## config.mk

```make
export PLATFORM = sky130hd
export DESIGN_NAME = prtr_core
export DESIGN_NICKNAME = d
export VERILOG_FILES = /design/src/shared/prtr_pkg.sv /design/src/hdl/prtr_core.sv
export SDC_FILE = /design/constraint.sdc
export NUM_CORES = 1
export LEC_CHECK = 0
export BUFFER_PORTS_ARGS = -buffer_cell sky130_fd_sc_hd__buf_2
export CORE_ASPECT_RATIO = 0.5
export CORE_MARGIN = 2
export CORE_UTILIZATION = 35
export DETAILED_ROUTE_END_ITERATION = 7
export PLACE_DENSITY = 0.49
export SETUP_SLACK_MARGIN = 0.5
export SYNTH_ARGS = -nofsm -noshare
export SYNTH_HDL_FRONTEND = slang
export SYNTH_SLANG_ARGS = --single-unit
export TNS_END_PERCENT = 30
```

## constraint.sdc

```tcl
create_clock -name aclk -period 7.25 [get_ports aclk]
set_clock_uncertainty 0.1 [all_clocks]
set_input_delay 1.45 -clock aclk [delete_from_list [all_inputs] [get_ports aclk]]
set_output_delay 1.45 -clock aclk [all_outputs]
set_load 0.01 [all_outputs]
```

## src/shared/prtr_pkg.sv

```systemverilog
// Summary of operation
// - bcd slave treats values above 999 as bits
// - request carries local, remote start and count
// - count limited to 16 or 64
// - read stores remote run into local run
// - write sends local run into remote run
// - status bit 22 shows enable continuity
// - status bit 17 set when message sent
// - status bit 16 set when transfer done
// - status bit 15 shows remote halt/run
// - status bits 1 to 14 carry error code
// - remote returns status, initiator stores it
// - status persists while enabled, clears when disabled
// - enable sets bit 22, disable resets request
// - status value 1 to 16000 is error code
package prtr_pkg;
   localparam int unsigned PRTR_NREG = 64;            // local register file depth
   localparam int unsigned PRTR_AW = 16;               // register address width
   localparam int unsigned PRTR_CW = 7;                // count width (0..64)
   localparam logic [6:0] PRTR_MAX_SMALL = 7'h10;      // smaller variant limit
   localparam logic [6:0] PRTR_MAX_LARGE = 7'h40;      // larger variant limit
   localparam logic [15:0] PRTR_BCD_LIMIT = 16'h03e7;  // numeric ceiling of bcd slave
   localparam logic [13:0] PRTR_ERR_COUNT = 14'h0003;  // illegal count code
   // status word bit positions (1-based numbering kept in a 22 bit word)
   localparam int unsigned ST_EN = 21;                 // bit 22
   localparam int unsigned ST_SENT = 16;               // bit 17
   localparam int unsigned ST_DONE = 15;               // bit 16
   localparam int unsigned ST_RUN = 14;                // bit 15
   localparam int unsigned ST_ERR_LO = 0;              // bits 1..14
   // register map (byte addresses)
   localparam logic [7:0] A_CTRL = 8'h00;     // en, dir, large variant
   localparam logic [7:0] A_LOCAL = 8'h04;    // local start
   localparam logic [7:0] A_REMOTE = 8'h08;   // remote start
   localparam logic [7:0] A_COUNT = 8'h0c;    // count
   localparam logic [7:0] A_STATUS = 8'h10;   // transfer_status_word
   localparam logic [7:0] A_DATA = 8'h40;     // local register window base
   localparam int unsigned C_EN = 0;          // ctrl bit: initiating condition
   localparam int unsigned C_WR = 1;          // ctrl bit: 1 write, 0 read
   localparam int unsigned C_LARGE = 2;       // ctrl bit: larger variant
   localparam logic [1:0] RESP_OK = 2'b00;    // okay
   localparam logic [1:0] RESP_ERR = 2'b10;   // slverr on unmapped
   typedef struct packed {
      logic wr;                // 1 write, 0 read
      logic [15:0] remote;     // remote register address
      logic [15:0] wdata;      // data toward remote
   } prtr_word_t;
   typedef enum logic [3:0] {
      S_IDLE = 4'b0001,
      S_SEND = 4'b0010,
      S_WAIT = 4'b0100,
      S_DONE = 4'b1000
   } prtr_state_t;
endpackage

```

## src/hdl/prtr_core.sv

```systemverilog
// Register access over AXI4-Lite and the address map were left to the implementer.
`timescale 1ns/10ps
module prtr_core import prtr_pkg::*; (
   input wire logic aclk,                 // 200 MHz clock
   input wire logic aresetn,              // sync reset, low active
   input wire logic [7:0] s_awaddr,       // axi write address
   input wire logic s_awvalid,            // aw valid
   output logic s_awready,                // aw ready
   input wire logic [31:0] s_wdata,       // write data
   input wire logic [3:0] s_wstrb,        // byte strobes
   input wire logic s_wvalid,             // w valid
   output logic s_wready,                 // w ready
   output logic [1:0] s_bresp,            // write response
   output logic s_bvalid,                 // b valid
   input wire logic s_bready,             // b ready
   input wire logic [7:0] s_araddr,       // read address
   input wire logic s_arvalid,            // ar valid
   output logic s_arready,                // ar ready
   output logic [31:0] s_rdata,           // read data
   output logic [1:0] s_rresp,            // read response
   output logic s_rvalid,                 // r valid
   input wire logic s_rready,             // r ready
   output prtr_word_t net_req,            // word toward remote
   output logic net_req_valid,            // word offered
   input wire logic net_req_ready,        // remote takes word
   input wire logic net_rsp_valid,        // answer word from remote
   input wire logic [15:0] net_rsp_data,  // read data from remote
   input wire logic net_rsp_last,         // final answer, carries status
   input wire logic net_rsp_halted,       // remote halted flag
   input wire logic [13:0] net_rsp_err,   // remote error code
   output logic bcd_range_warn            // a written value exceeds 999
);
   // software-visible control
   logic en_ff;                    // initiating condition
   logic wr_ff;                    // direction
   logic large_ff;                 // larger variant selected
   logic [15:0] local_ff;          // local start
   logic [15:0] remote_ff;         // remote start
   logic [6:0] count_ff;           // register count
   logic [21:0] status_ff;         // transfer_status_word
   logic [15:0] mem [PRTR_NREG];   // local registers
   logic [6:0] idx_ff;             // word index within run
   logic fired_ff;                 // message launched on this enable
   logic warn_ff;                  // range warning
   prtr_state_t st_ff, nxt_st;     // transfer sequencer
   // axi slave state
   logic aw_got_ff, w_got_ff;      // halves of a write held
   logic [7:0] awaddr_ff;          // latched write address
   logic [31:0] wdata_ff;          // latched write data
   logic ar_busy;                  // read answer outstanding

   // local register index, wraps inside the array
   function automatic logic [5:0] loc_idx(input logic [15:0] base, input logic [6:0] off);
      logic [15:0] s;
      s = base + {9'h000, off};
      return s[5:0];
   endfunction

   // local register index of a bus address inside the window
   function automatic logic [5:0] win_idx(input logic [7:0] a);
      return a[7:2] - A_DATA[7:2];
   endfunction

   // count check against the selected variant
   logic [6:0] max_cnt;
   logic cnt_ok;
   assign max_cnt = large_ff ? PRTR_MAX_LARGE : PRTR_MAX_SMALL;
   assign cnt_ok = (count_ff != 7'h00) && (count_ff <= max_cnt);

   // write channel: address and data taken in any order
   // readiness drops while a response waits, so one write at most is in flight
   assign s_awready = !aw_got_ff && !s_bvalid;
   assign s_wready = !w_got_ff && !s_bvalid;
   logic do_wr;
   logic [7:0] wa;
   logic [31:0] wd;
   assign wa = s_awvalid && s_awready ? s_awaddr : awaddr_ff;
   assign wd = s_wvalid && s_wready ? s_wdata : wdata_ff;
   assign do_wr = (aw_got_ff || (s_awvalid && s_awready)) && (w_got_ff || (s_wvalid && s_wready));
   logic wr_hit;
   assign wr_hit = (wa == A_CTRL) || (wa == A_LOCAL) || (wa == A_REMOTE) || (wa == A_COUNT) ||
                   (wa >= A_DATA);

   // write handshake bookkeeping
   always_ff @(posedge aclk) begin
      if (!aresetn) begin
         aw_got_ff <= 1'b0;
         w_got_ff <= 1'b0;
         awaddr_ff <= 8'h00;
         wdata_ff <= 32'h0000_0000;
         s_bvalid <= 1'b0;
         s_bresp <= RESP_OK;
      end else begin
         if (s_bvalid && s_bready) begin
            s_bvalid <= 1'b0;
         end
         if (do_wr) begin
            aw_got_ff <= 1'b0;
            w_got_ff <= 1'b0;
            s_bvalid <= 1'b1;
            s_bresp <= wr_hit ? RESP_OK : RESP_ERR;
         end else begin
            if (s_awvalid && s_awready) begin
               aw_got_ff <= 1'b1;
               awaddr_ff <= s_awaddr;
            end
            if (s_wvalid && s_wready) begin
               w_got_ff <= 1'b1;
               wdata_ff <= s_wdata;
            end
         end
      end
   end

   // request parameters; held fixed while a message is under way
   always_ff @(posedge aclk) begin
      if (!aresetn) begin
         en_ff <= 1'b0;
         wr_ff <= 1'b0;
         large_ff <= 1'b0;
         local_ff <= 16'h0000;
         remote_ff <= 16'h0000;
         count_ff <= 7'h00;
      end else if (do_wr && s_wstrb[0]) begin
         case (wa)
            A_CTRL: begin
               en_ff <= wd[C_EN];
               if (st_ff == S_IDLE) begin
                  wr_ff <= wd[C_WR];
                  large_ff <= wd[C_LARGE];
               end
            end
            A_LOCAL: if (st_ff == S_IDLE) local_ff <= wd[15:0];
            A_REMOTE: if (st_ff == S_IDLE) remote_ff <= wd[15:0];
            A_COUNT: if (st_ff == S_IDLE) count_ff <= wd[6:0];
            default: ;
         endcase
      end
   end

   // sequencer next state
   // dropping the enable returns any state to idle; words already moved stay where they landed
   always_comb begin
      nxt_st = st_ff;
      case (st_ff)
         S_IDLE: if (en_ff && !fired_ff && cnt_ok) nxt_st = S_SEND;
         S_SEND: if (!en_ff) nxt_st = S_IDLE;
                 else if (net_req_valid && net_req_ready && (!wr_ff || idx_ff == count_ff - 7'h01)) nxt_st = S_WAIT;
         S_WAIT: if (!en_ff) nxt_st = S_IDLE;
                 else if (net_rsp_valid && net_rsp_last) nxt_st = S_DONE;
         S_DONE: if (!en_ff) nxt_st = S_IDLE;
         default: nxt_st = S_IDLE;
      endcase
   end

   // state and index
   always_ff @(posedge aclk) begin
      if (!aresetn) begin
         st_ff <= S_IDLE;
         idx_ff <= 7'h00;
         fired_ff <= 1'b0;
      end else begin
         st_ff <= nxt_st;
         if (!en_ff) begin
            fired_ff <= 1'b0;
         end else if (st_ff == S_IDLE && nxt_st == S_SEND) begin
            fired_ff <= 1'b1;
         end
         if (st_ff == S_IDLE) begin
            idx_ff <= 7'h00;
         end else if (st_ff == S_SEND && nxt_st == S_WAIT) begin
            idx_ff <= 7'h00;                 // read answers restart at zero
         end else if ((st_ff == S_SEND && net_req_valid && net_req_ready) ||
                      (st_ff == S_WAIT && net_rsp_valid && !wr_ff)) begin
            idx_ff <= idx_ff + 7'h01;
         end
      end
   end

   // outgoing word: write carries local data, read carries header only
   assign net_req_valid = (st_ff == S_SEND);
   always_comb begin
      net_req.wr = wr_ff;
      net_req.remote = remote_ff + {9'h000, idx_ff};
      net_req.wdata = wr_ff ? mem[loc_idx(local_ff, idx_ff)] : 16'h0000;
   end

   // flag values a bcd slave would treat as bit patterns
   always_ff @(posedge aclk) begin
      if (!aresetn) begin
         warn_ff <= 1'b0;
      end else if (!en_ff) begin
         warn_ff <= 1'b0;
      end else if (net_req_valid && net_req_ready && wr_ff && net_req.wdata > PRTR_BCD_LIMIT) begin
         warn_ff <= 1'b1;
      end
   end
   assign bcd_range_warn = warn_ff;

   // local memory: software writes and read answers
   // a read answer wins over a software write in the same cycle; that bus write is lost
   always_ff @(posedge aclk) begin
      if (st_ff == S_WAIT && net_rsp_valid && !wr_ff && en_ff) begin
         mem[loc_idx(local_ff, idx_ff)] <= net_rsp_data;
      end else if (do_wr && wa >= A_DATA && s_wstrb[0]) begin
         mem[win_idx(wa)] <= wd[15:0];
      end
   end

   // status word
   // a bad count never reaches the link; it is reported like a remote error
   always_ff @(posedge aclk) begin
      if (!aresetn) begin
         status_ff <= 22'h000000;
      end else if (!en_ff) begin
         status_ff <= 22'h000000;
      end else begin
         status_ff[ST_EN] <= 1'b1;
         if (st_ff == S_IDLE && !fired_ff && !cnt_ok) begin
            status_ff[ST_ERR_LO +: 14] <= PRTR_ERR_COUNT;
            status_ff[ST_DONE] <= 1'b1;
         end
         if (st_ff == S_SEND && nxt_st == S_WAIT) begin
            status_ff[ST_SENT] <= 1'b1;
         end
         if (st_ff == S_WAIT && net_rsp_valid && net_rsp_last) begin
            status_ff[ST_DONE] <= 1'b1;
            status_ff[ST_RUN] <= net_rsp_halted;
            status_ff[ST_ERR_LO +: 14] <= net_rsp_err;
         end
      end
   end

   // read channel
   logic [31:0] rd_mux;
   logic rd_hit;
   always_comb begin
      rd_mux = 32'h0000_0000;
      rd_hit = 1'b1;
      case (s_araddr)
         A_CTRL: rd_mux = {29'h0000_0000, large_ff, wr_ff, en_ff};
         A_LOCAL: rd_mux = {16'h0000, local_ff};
         A_REMOTE: rd_mux = {16'h0000, remote_ff};
         A_COUNT: rd_mux = {25'h000_0000, count_ff};
         A_STATUS: rd_mux = {10'h000, status_ff};
         default: begin
            if (s_araddr >= A_DATA) rd_mux = {16'h0000, mem[win_idx(s_araddr)]};
            else rd_hit = 1'b0;
         end
      endcase
   end
   assign ar_busy = s_rvalid;
   assign s_arready = !ar_busy;
   always_ff @(posedge aclk) begin
      if (!aresetn) begin
         s_rvalid <= 1'b0;
         s_rdata <= 32'h0000_0000;
         s_rresp <= RESP_OK;
      end else if (s_arvalid && s_arready) begin
         s_rvalid <= 1'b1;
         s_rdata <= rd_mux;
         s_rresp <= rd_hit ? RESP_OK : RESP_ERR;
      end else if (s_rvalid && s_rready) begin
         s_rvalid <= 1'b0;
      end
   end

   // checks
   // status word follows the enable
   chk_clear_off: assert property (@(posedge aclk) disable iff (!aresetn)
      !en_ff |=> status_ff == 22'h000000) else $error("status not cleared");
   chk_enable_bit: assert property (@(posedge aclk) disable iff (!aresetn)
      $rose(en_ff) |=> status_ff[ST_EN]) else $error("bit 22 not set");
   chk_sent_bit: assert property (@(posedge aclk) disable iff (!aresetn)
      (st_ff == S_SEND && nxt_st == S_WAIT) |=> status_ff[ST_SENT]) else $error("sent bit missing");
   // final answer from the remote lands in the status word
   chk_done_bit: assert property (@(posedge aclk) disable iff (!aresetn)
      (st_ff == S_WAIT && en_ff && net_rsp_valid && net_rsp_last) |=> status_ff[ST_DONE] && st_ff == S_DONE)
      else $error("done bit missing");
   chk_halt_copy: assert property (@(posedge aclk) disable iff (!aresetn)
      (st_ff == S_WAIT && en_ff && net_rsp_valid && net_rsp_last) |=> status_ff[ST_RUN] == $past(net_rsp_halted))
      else $error("halt flag wrong");
   chk_err_copy: assert property (@(posedge aclk) disable iff (!aresetn)
      (st_ff == S_WAIT && en_ff && net_rsp_valid && net_rsp_last) |=> status_ff[13:0] == $past(net_rsp_err))
      else $error("error code wrong");
   // a bad count is reported without touching the link
   chk_bad_count: assert property (@(posedge aclk) disable iff (!aresetn)
      (st_ff == S_IDLE && en_ff && !fired_ff && !cnt_ok) |=> status_ff[ST_ERR_LO +: 14] == PRTR_ERR_COUNT)
      else $error("count error code missing");
   chk_one_shot: assert property (@(posedge aclk) disable iff (!aresetn)
      (st_ff == S_DONE && en_ff) |=> st_ff != S_SEND) else $error("second message");
   chk_count_lim: assert property (@(posedge aclk) disable iff (!aresetn)
      net_req_valid |-> count_ff <= max_cnt && count_ff != 7'h00) else $error("count over limit");
   chk_rst_req: assert property (@(posedge aclk) disable iff (!aresetn)
      $fell(en_ff) |-> ##1 st_ff == S_IDLE) else $error("request not reset");
   // data path and range flag
   chk_read_store: assert property (@(posedge aclk) disable iff (!aresetn)
      (st_ff == S_WAIT && en_ff && net_rsp_valid && !wr_ff) |=>
      mem[$past(loc_idx(local_ff, idx_ff))] == $past(net_rsp_data)) else $error("read word not stored");
   chk_warn_set: assert property (@(posedge aclk) disable iff (!aresetn)
      (en_ff && net_req_valid && net_req_ready && wr_ff && net_req.wdata > PRTR_BCD_LIMIT) |=> bcd_range_warn)
      else $error("range warning missing");
   cov_write: cover property (@(posedge aclk) disable iff (!aresetn) wr_ff && st_ff == S_DONE);
   cov_read: cover property (@(posedge aclk) disable iff (!aresetn) !wr_ff && st_ff == S_DONE);
   cov_abort: cover property (@(posedge aclk) disable iff (!aresetn) (st_ff == S_SEND || st_ff == S_WAIT) && !en_ff);
   cov_bad_count: cover property (@(posedge aclk) disable iff (!aresetn) st_ff == S_IDLE && status_ff[ST_DONE]);
   cov_stall: cover property (@(posedge aclk) disable iff (!aresetn) net_req_valid && !net_req_ready);
endmodule

```

==> run_results.csv <==
group,metric,value,unit
run_status,status,"completed",
timing,fmax,151,MHz
route,drtIter0Drc,3875,
clocking,post_cts_buffers,0,
route,viasPerCell,5.92,
pwr,total_power,15.1,mW
worst_setup_path,end_kind,"output port",
clocking,htreeDepth,3,
yosys,ys_seq_elements,1145,
floorplanning,initial_core_util,35.2,%
cells_and_area,areaGrowthSynthToFinish,14.6,%
yosys,synth_area_leader_cell,"edfxtp_1",
yosys,synthFlopType,"edfxtp_1",
clocking,clock_path_buffers,3,
worst_setup_path,cp.arrival,5.09,ns
yosys,synthCells,3052,
timing,hold_violations,0,
route,ant_nets,0,
pwr,powerDensity,242,nW/µm²
yosys,synth_top_area_share,56.6,%
floorplanning,die_area,159000,µm²
yosys,synthArstFlopShare,0,%
placement,place_hpwl,114,mm
floorplanning,ios,169,
global_route,grt_pass1_vias,32000,
worst_setup_path,r2r_slack,2.28,ns
placement,routabilityCongestion,0.819,
timing,min_period_over_period,91.6,%
worst_setup_path,cp_max_fo,41,
clocking,root_buffer,"clkbuf_16",
pwr,ir_drop,0.000214,V
yosys,synth_area_leaders,"edfxtp_1 (57%), mux4_2 (23%), dfxtp_1 (4.5%)",
worst_setup_path,cp-start-kind,"register",
hold_path,hold_path.class,"reg -> reg",
yosys,syn_area,54300,µm²
yosys,synth_cell_types,76,
timing,report.final.slew_viol_count,0,
floorplanning,core,154000,µm²
yosys,synth_edf_count,1024,
worst_setup_path,crit_required,5.70,ns
route,wl_per_cell,32.9,µm
timing,setup_violations,0,
floorplanning,num_rows,102,
cells_and_area,fill_cells,13900,
cells_and_area,final_nets,3361,
route,drtPass1Iterations,5,
timing,worst_pin_slew,1.15,ns
floorplanning,die_h,283,µm
clocking,cts_tree,"built",
clocking,clock_latency,0.75,ns
placement,port_buffers,133,
timing,slew_headroom,23.5,%
pwr,leakage,20.1,nW
global_route,grt_usage,22.5,%
global_route,grt_pass1_wl,250,mm
job,maxCapViolCount,0,
clocking,cts_resized,0,
clocking,clock-sinks,1145,
worst_setup_path,critPathKind,"reg -> out",
yosys,ys_seq_area_share,61.1,%
global_route,grt_max_degree,92,
floorplanning,die_w,561,µm
timing,period_needed,6.64,ns
yosys,synth_commonest_cells,"edfxtp_1 (1024), mux4_2 (564), nand2_1 (266)",
timing,fin_tns_setup,0,ns
global_route,antenna_found_initial,9,
yosys,synth.most_common_cell,"edfxtp_1",
timing,rsz0062_at_grt,"no",
yosys,syn_avg_cell_area,17.8,µm²
clocking,numCtsBuffers,114,
cells_and_area,drive_gt1_share,34.4,%
clocking,cts.hold.buffers_added,0,
route,wirelength,179,mm
clocking,clkTransAtPathRegs,0.06,ns
global_route,grt_overflow,0,
route,dr_total_vias,32100,
yosys,ys_warn_count,0,
route,drc,0,
[sequential cells by signal (all words and copies together), names as in the netlist]
name / flops
idx_ff: 7
w_got_ff: 1
count_ff: 7
aw_got_ff: 1
large_ff: 1
s_rresp: 1
bcd_range_warn: 1
remote_ff: 16
mem: 1024
s_rdata: 18
wr_ff: 1
s_rvalid: 1
fired_ff: 1
s_bvalid: 1
local_ff: 16
st_ff: 4
awaddr_ff: 8
status_ff: 18
s_bresp: 1
en_ff: 1
wdata_ff: 16
[metal layers]
metal	track usage [%]	routed length (µm)
met1	33.0	79000
met5	0	21
met4	4.52	3220
met2	34.1	79800
met3	5.47	16700
[critical path, cell delays in order (launching register included)]
cell	delay, ns
dfxtp_1	0.42
ha_4	0.22
fa_4	1.04
buf_12	0.34
buf_4	0.41
mux4_2	0.36
mux2_2	0.28
a221oi_1	0.72
o22ai_1	0.28
buf_2	0.22
[cell type report]
class / instances / area, µm² / area share (%)
diodes: 4 / 10.0 / 0.0161
repair buffers: 303 / 2130 / 3.43
flip-flops and latches: 1145 / 33200 / 53.3
inverters: 27 / 101 / 0.163
multi-input cells: 1654 / 20300 / 32.6
clock inverters: 69 / 805 / 1.29
clock buffers: 146 / 3110 / 5.00
well taps: 2080 / 2600 / 4.18
[placed cells by master, fill, tap and decap left out, drive strengths merged, types with 21 or more instances in the layout]
master / Yosys / routed
and3: 29 / 29
o211a: 54 / 54
nor2b: 34 / 34
dfxtp: 121 / 121
buf: 134 / 303
mux4: 583 / 583
mux2i: 75 / 75
clkinv: 0 / 46
o21ai: 63 / 63
nand2: 266 / 266
ha: 21 / 21
nor2: 137 / 137
inv: 27 / 29
clkbuf: 106 / 146
edfxtp: 1024 / 1024
nand3: 57 / 57
a21oi: 28 / 28
a22oi: 30 / 30
a221oi: 23 / 23
[power breakdown]
part	leakage [nW]	switching, mW	internal, mW
combinational	8.04	0.898	0.471
clock	1.90	2.67	3.66
sequential	10.2	0.0321	7.36
[metrics by stage]
stage,instance area [µm²],instances,util [%],hold slack (ns),setup WS [ns]
after floorplan,54400,3067,-,0.326,0.752
after global placement,58300,5209,37.7,0.333,1.40
after detailed placement,58300,5209,37.7,0.342,1.37
after CTS,62200,5424,40.3,0.350,0.578
after global routing,62200,5424,40.3,0.379,0.511
final,62200,5428,40.3,0.348,0.606
[kinds of logic (layout without fill, tap and decap cells)]
kind of cell             Yosys count  after routing  share of synthesized area [%]
AO/OA/AOI/OAI                    324            324                           4.49
XOR/XNOR                          31             31                          0.500
adder cells (fa/ha/maj)           23             23                          0.558
buffers and inverters            268            545                           2.54
flip-flops                      1145           1145                           61.1
multiplexers                     672            672                           26.0
other                              1             20                        0.00691
AND/OR/NAND/NOR                  588            588                           4.84
[worst paths after layout]
kind | depth (start not counted) | startpoint | to
worst max-delay path | 9 | idx_ff[0]$_SDFFE_PP0P_ | net_req[10]
worst min-delay path | 2 | status_ff[15]$_SDFFE_PN0P_ | status_ff[15]$_SDFFE_PN0P_
worst max register to register | 10 | idx_ff[0]$_SDFFE_PP0P_ | mem[59][11]$_DFFE_PP_
worst min register to register | 2 | status_ff[15]$_SDFFE_PN0P_ | status_ff[15]$_SDFFE_PN0P_
No activity file was read; power rests on OpenSTA's default activity.
